File: config.mk
export PLATFORM = sky130hd
export DESIGN_NAME = cgr_config_regs
export DESIGN_NICKNAME = d
export VERILOG_FILES = /design/src/design/cgr_pkg.sv /design/src/design/cgr_config_regs.sv /design/src/design/cgr_pin_drv.sv
export VERILOG_INCLUDE_DIRS = /design/src /design/src/design
export SDC_FILE = /design/constraint.sdc
export NUM_CORES = 1
export LEC_CHECK = 0
export BUFFER_PORTS_ARGS = -buffer_cell sky130_fd_sc_hd__buf_2
export CORE_ASPECT_RATIO = 1.25
export CORE_UTILIZATION = 45
export CTS_CLUSTER_SIZE = 12
export DETAILED_ROUTE_END_ITERATION = 12
export PLACE_DENSITY = 0.67
export SETUP_SLACK_MARGIN = 0.5
export SYNTH_ARGS = -nofsm -noshare
export SYNTH_HDL_FRONTEND = slang
export SYNTH_SLANG_ARGS = --single-unit
File: constraint.sdc
create_clock -name CLK -period 6.7 [get_ports CLK]
set_clock_uncertainty 0.2 [all_clocks]
set_input_delay 1.005 -clock CLK [delete_from_list [all_inputs] [get_ports CLK]]
set_output_delay 1.005 -clock CLK [all_outputs]
set_load 0.01 [all_outputs]
File: src/design/cgr_params.svh
`ifndef CGR_PARAMS_SVH
`define CGR_PARAMS_SVH

// Register offsets on the management port
`define CGR_OFS_MUX_SECOND 7'h08
`define CGR_OFS_STOP_LOW 7'h09
`define CGR_OFS_STOP_HIGH 7'h0A
`define CGR_OFS_MODE_A 7'h0B
`define CGR_OFS_MODE_B 7'h0C
`define CGR_OFS_FOLLOW0 7'h0D
`define CGR_OFS_FOLLOW1 7'h0E
`define CGR_OFS_FOLLOW2 7'h0F
`define CGR_OFS_FOLLOW3 7'h10
`define CGR_OFS_SLAVE_ADDR 7'h11
`define CGR_OFS_PIN_STATE 7'h41

// Reset values
`define CGR_RST_BYTE 8'h00
`define CGR_RST_ADDR_UPPER 5'h1D

// Field positions
`define CGR_GRP_D_LSB 0
`define CGR_FOLLOW_REG_LSB 3
`define CGR_FOLLOW_BIT_LSB 0

// Stop source code that hands control to the stop bits
`define CGR_STOP_SRC_BITS 4'h1

// Followed status space starts at this address
`define CGR_STATUS_BASE 8'h40
// Register indices excluded from following
`define CGR_IDX_PIN_STATE 5'h01

`endif

File: src/design/cgr_pkg.sv
package cgr_pkg;

  // Four-bit pin mode field codes
  typedef enum logic [3:0] {
    CGR_PM_IN       = 4'h0,
    CGR_PM_IN_INV   = 4'h1,
    CGR_PM_DRV_LOW  = 4'h2,
    CGR_PM_DRV_HIGH = 4'h3,
    CGR_PM_ST_PP    = 4'h4,
    CGR_PM_ST_PP_N  = 4'h5,
    CGR_PM_ST_OD0   = 4'h6,
    CGR_PM_ST_OD1   = 4'h7
  } cgr_pin_mode_e;

  // Group D source select codes
  typedef enum logic [1:0] {
    CGR_SRC_INTEGER = 2'h0,
    CGR_SRC_FRAC    = 2'h1,
    CGR_SRC_UNUSED  = 2'h2,
    CGR_SRC_PATH2   = 2'h3
  } cgr_grp_src_e;

endpackage

File: src/design/cgr_config_regs.sv
// Notes on behaviour
// (RL1) Group D source from two-bit select
// (RL2) Stop bit stops output when source 0001
// (RL3) Internal stop is stop bit OR global
// (RL4) Stop bits packed across two stop registers
// (RL5) Four-bit mode field per pin
// (RL6) Modes 0000/0001 are inputs, 1xxx unused
// (RL7) Modes 0010/0011 drive low/high
// (RL8) Modes 0100/0101 push-pull status, true/inverted
// (RL9) Mode 0110: status 0 low, 1 released
// (RL10) Mode 0111: status 0 released, 1 low
// (RL11) Pin levels readable in every mode
// (RL12) Follow select: register index, bit index
// (RL13) Follow select used only in 01xx modes
// (RL14) Unimplemented followed bit drives pin low
// (RL15) Pin state and PLL enables not followable
// (RL16) Slave address bits 6:0, bit 7 zero
// (RL17) Reset pin loads 11101 plus select pins
// (RL18) Hard/soft reset bits keep slave address
// (RL19) Host never writes slave address zero
// (RL20) Global stop stops all 0001-source outputs
// (RL21) Pin state bits show raw level
// (RL22) Input modes keep driver released
`timescale 1ns/1ps
`include "cgr_params.svh"

module cgr_config_regs #(
  parameter int NUM_OUT = 10,
  parameter int NUM_PIN = 4,
  parameter logic [255:0] STATUS_IMPL_MASK = {256{1'b1}},
  parameter logic [4:0] PLL_IE_IDX = 5'h1F
) (
  // Clock and reset
  input wire logic CLK,
  input wire logic RESETN,
  // Register port from the management interface
  input wire logic [6:0] REG_ADDR,
  input wire logic [7:0] REG_WDATA,
  input wire logic REG_WR,
  input wire logic REG_RD,
  output logic [7:0] REG_RDATA,
  // Master control bits held elsewhere
  input wire logic HARD_RESET_BIT,
  input wire logic SOFT_RESET_BIT,
  input wire logic GLOBAL_STOP_BIT,
  input wire logic BYPASS_PATH_SELECT,
  // Stop source selection per output, four bits each
  input wire logic [4*NUM_OUT-1:0] STOP_SOURCE_SELECTION,
  // Interface select pins
  input wire logic IF_SEL_PIN_ONE,
  input wire logic IF_SEL_PIN_ZERO,
  // Status space from 0x40 upward
  input wire logic [255:0] STATUS_VEC,
  // General-purpose pins
  input wire logic [NUM_PIN-1:0] GPIO_IN,
  output logic [NUM_PIN-1:0] GPIO_OUT,
  output logic [NUM_PIN-1:0] GPIO_OE,
  output logic [NUM_PIN-1:0] GPIO_VALUE,
  // Group D source steering
  output logic GRP_D_SEL_INTEGER,
  output logic GRP_D_SEL_FRAC,
  output logic GRP_D_SEL_BYPASS,
  output logic GRP_D_SEL_PATH2,
  // Per-output stop controls
  output logic [NUM_OUT-1:0] OUTPUT_STOP,
  // Slave address for the serial bus
  output logic [6:0] SLAVE_ADDR
);

  // Time-zero check on sizes the map can hold
  // Other sizes would need a new register map, so they raise an error
  initial begin
    if (NUM_OUT != 10 || NUM_PIN != 4) begin
      $error("cgr_config_regs: map holds ten outputs and four pins");
    end
  end

  // Mode field of pin n out of the two mode registers
  // Pins zero and one sit in the first register, two and three in the second
  function automatic logic [3:0] pin_mode(input logic [7:0] a,
                                          input logic [7:0] b,
                                          input int n);
    logic [15:0] all_modes;
    all_modes = {b, a};
    pin_mode = all_modes[4*n +: 4]; // RL5
  endfunction

  // Stop enable of output n from stop bits and its source code
  function automatic logic stop_of(input logic [9:0] stp,
                                   input logic glob,
                                   input logic [39:0] src,
                                   input int n);
    logic hit;
    hit = (src[4*n +: 4] == `CGR_STOP_SRC_BITS);
    stop_of = hit && (stp[n] || glob); // RL2 RL3 RL20
  endfunction

  // Control registers
  // Unused upper bits are never stored, so they always read back zero
  logic [7:0] mux_second_reg; // Group D select in bits 1:0
  logic [7:0] stop_low_reg; // Outputs eight..one
  logic [1:0] stop_high_reg; // Outputs ten and nine
  logic [7:0] mode_a_reg; // Pins one and zero
  logic [7:0] mode_b_reg; // Pins three and two
  logic [7:0] follow_reg [NUM_PIN]; // Follow selections
  logic [6:0] addr_reg; // Serial slave address

  // Pin and select pin synchronisers
  logic [NUM_PIN-1:0] gpio_s1_reg;
  logic [NUM_PIN-1:0] gpio_s2_reg;
  logic [1:0] ifsel_s1_reg;
  logic [1:0] ifsel_s2_reg;

  // Clear for everything except the slave address, the read data register and the synchronisers
  // The reset bits act like the pin here, but the address only sees the pin
  wire logic ctl_clr = !RESETN || HARD_RESET_BIT || SOFT_RESET_BIT;

  // Write strobes per register
  // Addresses are distinct, so at most one strobe is high in a cycle
  wire logic wr_mux = REG_WR && (REG_ADDR == `CGR_OFS_MUX_SECOND);
  wire logic wr_stop_lo = REG_WR && (REG_ADDR == `CGR_OFS_STOP_LOW);
  wire logic wr_stop_hi = REG_WR && (REG_ADDR == `CGR_OFS_STOP_HIGH);
  wire logic wr_mode_a = REG_WR && (REG_ADDR == `CGR_OFS_MODE_A);
  wire logic wr_mode_b = REG_WR && (REG_ADDR == `CGR_OFS_MODE_B);
  wire logic wr_addr = REG_WR && (REG_ADDR == `CGR_OFS_SLAVE_ADDR);

  // Group D select decoded
  wire logic [1:0] grp_d = mux_second_reg[`CGR_GRP_D_LSB +: 2];

  // Stop bits joined in output order, output one at bit 0
  wire logic [9:0] stop_bits = {stop_high_reg, stop_low_reg}; // RL4

  // Per-pin modes
  logic [3:0] mode_w [NUM_PIN];
  logic [NUM_PIN-1:0] invert_w;

  // Pin synchronisers, two stages before any use
  // The select pins need two edges to settle, so the reset pin must be
  // held at least three edges before the loaded address is right
  always_ff @(posedge CLK) begin
    gpio_s1_reg <= GPIO_IN;
    gpio_s2_reg <= gpio_s1_reg;
    ifsel_s1_reg <= {IF_SEL_PIN_ONE, IF_SEL_PIN_ZERO};
    ifsel_s2_reg <= ifsel_s1_reg;
  end

  // Mux register, the only group used here is D
  // Bits 7:6 are unused and stored as zero; groups E and F are kept
  // only so that software reads back what it wrote
  always_ff @(posedge CLK) begin
    if (ctl_clr) begin
      mux_second_reg <= `CGR_RST_BYTE;
    end else if (wr_mux) begin
      mux_second_reg <= {2'h0, REG_WDATA[5:0]};
    end
  end

  // Stop control registers
  always_ff @(posedge CLK) begin
    if (ctl_clr) begin
      stop_low_reg <= `CGR_RST_BYTE;
      stop_high_reg <= 2'h0;
    end else begin
      if (wr_stop_lo) begin
        stop_low_reg <= REG_WDATA; // RL4
      end
      if (wr_stop_hi) begin
        stop_high_reg <= REG_WDATA[1:0]; // RL4
      end
    end
  end

  // Pin mode registers
  always_ff @(posedge CLK) begin
    if (ctl_clr) begin
      mode_a_reg <= `CGR_RST_BYTE;
      mode_b_reg <= `CGR_RST_BYTE;
    end else begin
      if (wr_mode_a) begin
        mode_a_reg <= REG_WDATA; // RL5
      end
      if (wr_mode_b) begin
        mode_b_reg <= REG_WDATA; // RL5
      end
    end
  end

  // Follow select registers and mode extraction, one per pin
  for (genvar p = 0; p < NUM_PIN; p++) begin : g_pin
    // Address of this pin's follow register
    wire logic wr_fol = REG_WR &&
      (REG_ADDR == (`CGR_OFS_FOLLOW0 + 7'(p)));

    // Follow select holds register and bit index
    always_ff @(posedge CLK) begin
      if (ctl_clr) begin
        follow_reg[p] <= `CGR_RST_BYTE;
      end else if (wr_fol) begin
        follow_reg[p] <= REG_WDATA; // RL12
      end
    end

    // Mode and input inversion of this pin
    assign mode_w[p] = pin_mode(mode_a_reg, mode_b_reg, p);
    assign invert_w[p] = (mode_w[p] == cgr_pkg::CGR_PM_IN_INV); // RL6

    // Pin driver
    cgr_pin_drv #(
      .STATUS_W(256),
      .IMPL_MASK(STATUS_IMPL_MASK),
      .PLL_IE_IDX(PLL_IE_IDX)
    ) u_drv (
      .clk(CLK),
      .clr(ctl_clr),
      .mode(mode_w[p]),
      .follow_sel(follow_reg[p]),
      .status_vec(STATUS_VEC),
      .pin_out(GPIO_OUT[p]),
      .pin_oe(GPIO_OE[p])
    );
  end

  // Slave address: only the reset pin reloads it
  // A zero address is stored as written: keeping it out is up to the host
  always_ff @(posedge CLK) begin
    if (!RESETN) begin
      // Upper bits fixed, lower bits from select pins
      addr_reg <= {`CGR_RST_ADDR_UPPER, ifsel_s2_reg}; // RL17
    end else if (wr_addr) begin
      // Hard and soft reset bits do not touch it
      addr_reg <= REG_WDATA[6:0]; // RL18 RL16
    end
  end

  // Read mux, unmapped addresses read zero
  // The pin state byte comes through the synchronisers, two edges late
  logic [7:0] rd_next;
  always_comb begin
    rd_next = 8'h00;
    case (REG_ADDR)
      `CGR_OFS_MUX_SECOND: begin
        rd_next = mux_second_reg;
      end
      `CGR_OFS_STOP_LOW: begin
        rd_next = stop_low_reg;
      end
      `CGR_OFS_STOP_HIGH: begin
        rd_next = {6'h00, stop_high_reg};
      end
      `CGR_OFS_MODE_A: begin
        rd_next = mode_a_reg;
      end
      `CGR_OFS_MODE_B: begin
        rd_next = mode_b_reg;
      end
      `CGR_OFS_FOLLOW0: begin
        rd_next = follow_reg[0];
      end
      `CGR_OFS_FOLLOW1: begin
        rd_next = follow_reg[1];
      end
      `CGR_OFS_FOLLOW2: begin
        rd_next = follow_reg[2];
      end
      `CGR_OFS_FOLLOW3: begin
        rd_next = follow_reg[3];
      end
      `CGR_OFS_SLAVE_ADDR: begin
        // Top bit always reads zero
        rd_next = {1'b0, addr_reg}; // RL16
      end
      `CGR_OFS_PIN_STATE: begin
        // Raw synchronised pin levels, no inversion
        rd_next = {4'h0, gpio_s2_reg}; // RL11 RL21
      end
      default: begin
        rd_next = 8'h00;
      end
    endcase
  end

  // Read data register, loaded on a read strobe
  // It holds between reads, so the host may take it any time before the next
  always_ff @(posedge CLK) begin
    if (!RESETN) begin
      REG_RDATA <= 8'h00;
    end else if (REG_RD) begin
      REG_RDATA <= rd_next;
    end
  end

  // Group D steering flops
  // Bypass is a live input: a change of it moves the steering one edge later
  // Code 10 leaves all four lines low, so no path reaches the group
  always_ff @(posedge CLK) begin
    if (ctl_clr) begin
      GRP_D_SEL_INTEGER <= 1'b0;
      GRP_D_SEL_FRAC <= 1'b0;
      GRP_D_SEL_BYPASS <= 1'b0;
      GRP_D_SEL_PATH2 <= 1'b0;
    end else begin
      // Code 00 integer divider
      GRP_D_SEL_INTEGER <= (grp_d == cgr_pkg::CGR_SRC_INTEGER); // RL1
      // Code 01 fractional divider or bypass
      GRP_D_SEL_FRAC <= (grp_d == cgr_pkg::CGR_SRC_FRAC) &&
                        !BYPASS_PATH_SELECT; // RL1
      GRP_D_SEL_BYPASS <= (grp_d == cgr_pkg::CGR_SRC_FRAC) &&
                          BYPASS_PATH_SELECT; // RL1
      // Code 11 path two; code 10 selects nothing
      GRP_D_SEL_PATH2 <= (grp_d == cgr_pkg::CGR_SRC_PATH2); // RL1
    end
  end

  // Internal stop per output
  // Outputs with any other source code ignore both stop bits here;
  // their stop comes from a source outside this bank
  logic [NUM_OUT-1:0] stop_next;
  always_comb begin
    for (int n = 0; n < NUM_OUT; n++) begin
      stop_next[n] = stop_of(stop_bits, GLOBAL_STOP_BIT,
                             STOP_SOURCE_SELECTION, n); // RL2 RL3 RL20
    end
  end

  // Stop outputs and input values
  // Any of the three resets clears them, together with the control bits
  always_ff @(posedge CLK) begin
    if (ctl_clr) begin
      OUTPUT_STOP <= '0;
      GPIO_VALUE <= '0;
    end else begin
      OUTPUT_STOP <= stop_next;
      // Input value as software sees it, after optional inversion
      GPIO_VALUE <= gpio_s2_reg ^ invert_w; // RL6
    end
  end

  // Slave address output
  // One edge behind the register, so a write shows two edges after it
  always_ff @(posedge CLK) begin
    SLAVE_ADDR <= addr_reg; // RL16
  end

endmodule

File: src/design/cgr_pin_drv.sv
`timescale 1ns/1ps
`include "cgr_params.svh"

// One general-purpose pin: decodes its mode and drives out and enable
module cgr_pin_drv #(
  parameter int STATUS_W = 256,
  parameter logic [255:0] IMPL_MASK = {256{1'b1}},
  parameter logic [4:0] PLL_IE_IDX = 5'h1F
) (
  // Clock and clear
  input wire logic clk,
  input wire logic clr,
  // Configuration
  input wire logic [3:0] mode,
  input wire logic [7:0] follow_sel,
  // Status space, bit index = register index * 8 + bit
  input wire logic [STATUS_W-1:0] status_vec,
  // Pin drive
  output logic pin_out,
  output logic pin_oe
);

  initial begin
    if (STATUS_W != 256) begin
      $error("cgr_pin_drv: status space must be 256 bits");
    end
  end

  // Register index part of the selection
  wire logic [4:0] reg_idx = follow_sel[7:`CGR_FOLLOW_REG_LSB];
  // Selected bit is real only if implemented and not excluded
  wire logic sel_ok = IMPL_MASK[follow_sel] && (reg_idx != `CGR_IDX_PIN_STATE)
                      && (reg_idx != PLL_IE_IDX); // RL15
  // Unimplemented selection follows a low level
  wire logic st_bit = sel_ok ? status_vec[follow_sel] : 1'b0; // RL14 RL12
  // Selection is used only in the 01xx modes
  wire logic is_status = (mode[3:2] == 2'b01); // RL13
  logic out_next;
  logic oe_next;

  // Mode decode
  always_comb begin
    out_next = 1'b0;
    oe_next = 1'b0;
    case (mode)
      cgr_pkg::CGR_PM_DRV_LOW: begin
        oe_next = 1'b1; // RL7
      end
      cgr_pkg::CGR_PM_DRV_HIGH: begin
        out_next = 1'b1; // RL7
        oe_next = 1'b1;
      end
      cgr_pkg::CGR_PM_ST_PP: begin
        out_next = st_bit; // RL8
        oe_next = is_status;
      end
      cgr_pkg::CGR_PM_ST_PP_N: begin
        out_next = ~st_bit; // RL8
        oe_next = is_status;
      end
      cgr_pkg::CGR_PM_ST_OD0: begin
        oe_next = ~st_bit; // RL9
      end
      cgr_pkg::CGR_PM_ST_OD1: begin
        oe_next = st_bit; // RL10
      end
      default: begin
        // Input modes and unused codes keep the driver off
        oe_next = 1'b0; // RL22 RL6
      end
    endcase
    // A status mode with no real bit selected pulls the pin low in every variant
    if (is_status && !sel_ok) begin
      out_next = 1'b0; // RL14
      oe_next = 1'b1;
    end
  end

  // Output flops
  always_ff @(posedge clk) begin
    if (clr) begin
      pin_out <= 1'b0;
      pin_oe <= 1'b0;
    end else begin
      pin_out <= out_next;
      pin_oe <= oe_next;
    end
  end

endmodule

# After elaboration in Yosys (flattened, before gate mapping)
# Memories as Yosys holds them, arrays and structs flattened.
# Cells that the tools add are included.
# classes
bitwise_logic,9
n_mux,49
reduce_logical,65
n_lt_le_gt_ge,4
n_eq_ne,64
# op_table
op,n
8-bit one-hot mux with 11 select lines,1
4-bit by 3-bit == test with 1-bit output (second input constant),16
4-bit by 1-bit == test with 1-bit output (second input constant),14
7-bit by 4-bit == test with 1-bit output (second input constant),8
8-bit by 9-bit less-than comparator with 1-bit output (second input constant),4
1-bit logical AND,34
1-bit binary-select mux with 8-bit select,4
4-bit by 2-bit == test with 1-bit output (second input constant),8
8-bit two-way mux,4
1-bit two-way mux,30
2-bit OR reduction,12
5-bit by 1-bit != test with 1-bit output (second input constant),4
5-bit != test (second input constant),4
1-bit one-hot mux with 4 select lines,4
7-bit by 5-bit == test with 1-bit output (second input constant),2
1-bit logical OR,12
1-bit one-hot mux with 3 select lines,4
2-bit by 1-bit == test with 1-bit output (second input constant),5
7-bit == test (second input constant),1
1-bit logical NOT,6
2-bit two-way mux,2
1-bit inverter,4
1-bit OR,4
4-bit bitwise XOR,1
other kinds (3),3
# totals
ram_bits,32
out_inout_bits,41
word_cells,223
regBits,92
inputBits,325
mem_bits_ro,1024
memories,5
# memory_table
memory,depth,word_bits,read_ports,rd_ports_with_merged_regs,wr,line_no,text
(name not given),256,1,1,0,0,cgr_pin_drv.sv:32,wire logic sel_ok = IMPL_MASK[follow_sel] && (reg_idx != `CGR_IDX_PIN_STATE)
(name not given),256,1,1,0,0,cgr_pin_drv.sv:32,
(name not given),256,1,1,0,0,cgr_pin_drv.sv:32,
(name not given),256,1,1,0,0,cgr_pin_drv.sv:32,
follow_reg,4,8,4,0,4,cgr_config_regs.sv:105,logic [7:0] follow_reg [NUM_PIN];

# Longest topological paths before layout
# An unclocked memory read counts as a cell.
# depth
ltp_word,9
depth_mapped,13
depth_no_buf,8

# By module
# From an unflattened synthesis, not the netlist that was laid out.
# hier_totals
cells_unflattened,1264
hier_area_um2,14296.2
# by_module_without_submodules
module,seq_area_each_um2,instances,cells_per_inst,area_each_um2
cgr_pin_drv,40.0,4,205,2349.8
cgr_config_regs,2662.6,1,444,4897.2

# Worst setup path after synthesis
# No wires, ideal clock.
# synth_path
path_kind,input -> register
from,in STATUS_VEC[175]
to,reg g_pin[3].u_drv.pin_out
required_ns,6.380
path_stages,7
setup_time_ns,0.120
arrival_time_ns,2.792
path_buffers,0
setup_slack_ns,3.588
path_cell_list,mux4_2 -> mux4_2 -> o211ai_1 -> nor2_1 -> nor4_4 -> nor4b_1 -> o31a_1
# synth_between
elab_chain_len,5
# synth_lines
item,line_no,text
start: declaration,cgr_config_regs.sv:53,"input wire logic [255:0] STATUS_VEC,"
1-bit binary-select mux with 8-bit select (*),cgr_pin_drv.sv:35,wire logic st_bit = sel_ok ? status_vec[follow_sel] : 1'b0;
1-bit two-way mux (not written as such) (*),cgr_pin_drv.sv:35,
1-bit two-way mux (*),cgr_pin_drv.sv:35,
1-bit inverter,cgr_pin_drv.sv:58,out_next = ~st_bit;
1-bit one-hot mux with 3 select lines (*),cgr_pin_drv.sv:45,case (mode)
end signal: assignment,cgr_pin_drv.sv:85,pin_out <= out_next;
end: declaration,cgr_pin_drv.sv:19,"output logic pin_out,"
# Mark *: on every way between the ends. The rest lies on a longest branch, timed or not. The select of a mux whose other input is x is not followed.
# A chain may end at the register's enable or synchronous reset.

==> flow_metrics.env <==
export IMPL_first_global_vias=13700
export IMPL_yosysTopAreaCellShare_pct=37.8
export IMPL_clk_pin_slew_ps=50
export IMPL_cts_tree="done"
export IMPL_required_ps=6800
export IMPL_postCtsSetupBuffers=0
export IMPL_multiInputGateArea_sq_um=10300
export IMPL_drtPass1Iterations=6
export IMPL_hold_worst_slack_ps=125
export IMPL_seq_area_sq_um=2820
export IMPL_synth_largest_area_cell="mux4_2"
export IMPL_critPathLaunch="follow_reg[0][0]$_SDFFCE_PN0P_"
export IMPL_clk_path_buf_depth=2
export IMPL_gp_congestion=1.06
export IMPL_drv_cap=0
export IMPL_start_util_pct=46.1
export IMPL_synth_main_ff_cell="dfxtp_1"
export IMPL_syn_avg_cell_area_sq_um=11.1
export IMPL_wl_per_cell_um=29.5
export IMPL_rr_endpoint="g_pin[0].u_drv.pin_out$_SDFF_PP0_"
export IMPL_cts_sinks=124
export IMPL_ioPinCount=366
export IMPL_use_met3_pct=9.57
export IMPL_grt_max_degree=64
export IMPL_cts_resized=0
export IMPL_grt_most_used_layer="met2"
export IMPL_ys_seq_elements=124
export IMPL_fin_crit_sh_pct=59.1
export IMPL_leakagePower_nw=5.93
export IMPL_slew_limit_headroom_pct=24.4
export IMPL_async_flop_share_pct=0
export IMPL_dieHeight_um=199
export IMPL_worst_pin_slew_ps=1130
export IMPL_synth_cell_types=81
export IMPL_vias=14100
export IMPL_synth_edf_count=34
export IMPL_die_x_um=160
export IMPL_grt_ovfl_total=0
export IMPL_drive_above_1_share_pct=43.7
export IMPL_r2r_cells=9
export IMPL_drt_initial_drc_count=1985
export IMPL_io_buffers=365
export IMPL_dp_hpwl_um=43000
export IMPL_min_period_ps=3960
export IMPL_clk_insertion_delay_late_ps=410
export IMPL_run_status="completed"
export IMPL_grt_pass1_wl_um=85300
export IMPL_syn2layout_area_growth_pct=17.4
export IMPL_cp_end_kind="flop"
export IMPL_fillers=2775
export IMPL_whs_path_depth=0
export IMPL_met2_usage_pct=60.3
export IMPL_fmax_ghz=0.253
export IMPL_drcViolationCount=0
export IMPL_syn_inst=1257
export IMPL_syn_area_sq_um=14000
export IMPL_use_met1_pct=41.6
export IMPL_power_density_nw_per_um2=150
export IMPL_cp_data_arrival_time_ps=4060
export IMPL_synth_top_cells_by_area="mux4_2, dfxtp_1, edfxtp_1"
export IMPL_core_area_sq_um=30300
export IMPL_yosysSeqAreaShare_pct=20.2
export IMPL_cts_buffers=17
export IMPL_utilization_pct=54.1
export IMPL_antenna_found_initial=12
export IMPL_peakVddDrop_mv=0.241
export IMPL_layout_nets=1871
export IMPL_stdcell_area_sq_um=16400
export IMPL_syn_nets=1582
export IMPL_antenna_left=0
export IMPL_final_hold_viol_count=0
export IMPL_dpl_cell_count=1928
export IMPL_critPathCapture="g_pin[0].u_drv.pin_out$_SDFF_PP0_"
export IMPL_path_class="reg2reg"
export IMPL_r2r_start="follow_reg[0][0]$_SDFFCE_PN0P_"
export IMPL_critPathMaxFanout=27
export IMPL_cts_htree_levels=4
export IMPL_rrSetupSlack_ps=2740
export IMPL_root_buffer="clkbuf_16"
export IMPL_grt_total_usage_pct=36.3
export IMPL_place_area_sq_um=15800
export IMPL_synth_commonest_cells="mux4_2, nand2_1, dfxtp_1, nor2_1, mux2i_1"
export IMPL_finalSetupTns_ps=0
export IMPL_min_path_type="reg2reg"
export IMPL_largest_reg_flops=32
export IMPL_slew_violations=0
export IMPL_ys_warn_count=0
export IMPL_fin_cells=1964
export IMPL_row_count=71
export IMPL_critPathLaunchType="flop"
export IMPL_viasPerCell=7.17
export IMPL_setup_violations_final=0
export IMPL_wirelength_um=58000
export IMPL_grt_setup_unrepaired="false"
export IMPL_hold_buffers=0
export IMPL_yosysMostFrequentCell="mux4_2"
export IMPL_dieArea_sq_um=31700
through the flow:
step | worst slack (ps) | power, W
3_5_place_dp | 2760 | 0.00154
6_report | 2740 | 0.00247
5_1_grt | 2550 | 0.00254
3_3_place_gp | 2790 | 0.00153
4_1_cts | 2750 | 0.00246
2_1_floorplan | 3590 | 0.00125
critical path, stage by stage (launching register included):
cell,delay (ps)
edfxtp_1,960
buf_4,570
mux4_2,560
mux4_2,500
nor2_1,110
a21oi_1,50
a22oi_1,200
o211ai_1,220
and3_1,210
o31a_1,260
cell type report:
type	count	share of cell area [%]
Antenna cell	5	0.0763
Clock buffer	25	3.15
Clock inverter	6	0.511
Inverter	13	0.298
Multi-Input combinational cell	999	63.1
Sequential cell	124	17.2
Tap cell	401	3.06
Timing Repair Buffer	391	12.6
cell usage in the layout (no fill, tap or decap), types with 10 or more instances in the layout:
master / instances
nor3_1: 14
a22oi_1: 49
mux2_2: 15
nor4b_1: 18
a31oi_1: 16
buf_2: 365
nand2_1: 111
mux4_2: 234
a21oi_1: 52
nand2b_1: 18
and3_1: 13
mux4_1: 10
clkbuf_16: 18
dfxtp_1: 90
edfxtp_1: 34
nand3_1: 56
o21ai_0: 26
nor2b_1: 30
mux2i_1: 68
buf_4: 23
and2_1: 42
nor2_1: 82
layer usage:
metal / part of all wire (%) / wire, um / vias to the layer above
met1: 33 / 19300 / 6895
met3: 12 / 6750 / 269
met5: 0.18 / 104 / -
met4: 7.1 / 4100 / 16
met2: 48 / 27700 / 1170
li1: - / - / 5740
cell families (layout without fill, tap and decap cells):
family	after synthesis	count (layout)	share of synthesized area, %
compound gates	241	241	12.0
xor+xnor	9	9	0.565
buf+inv	134	435	5.66
flops	124	124	20.2
mux	328	328	45.9
other cells	0	5	0
simple gates	421	421	15.6
power by group:
part	internal [W]	total [W]	switching [W]
registers	0.000784	0.000808	0.0000238
clock network	0.000606	0.000922	0.000316
logic	0.000354	0.000736	0.000382
total	0.00174	0.00247	0.000722
how the worst min path moves through the flow:
| stage | start | to |
|---|---|---|
| 2_1_floorplan | gpio_s1_reg[0]$_DFF_P_ | gpio_s2_reg[0]$_DFF_P_ |
| 3_3_place_gp | ifsel_s1_reg[0]$_DFF_P_ | ifsel_s2_reg[0]$_DFF_P_ |
| 3_5_place_dp | gpio_s1_reg[2]$_DFF_P_ | gpio_s2_reg[2]$_DFF_P_ |
| 4_1_cts | gpio_s1_reg[2]$_DFF_P_ | gpio_s2_reg[2]$_DFF_P_ |
| 5_1_grt | gpio_s1_reg[0]$_DFF_P_ | gpio_s2_reg[0]$_DFF_P_ |
| 6_report | gpio_s1_reg[2]$_DFF_P_ | gpio_s2_reg[2]$_DFF_P_ |
Power figures use the tool's default switching activity.
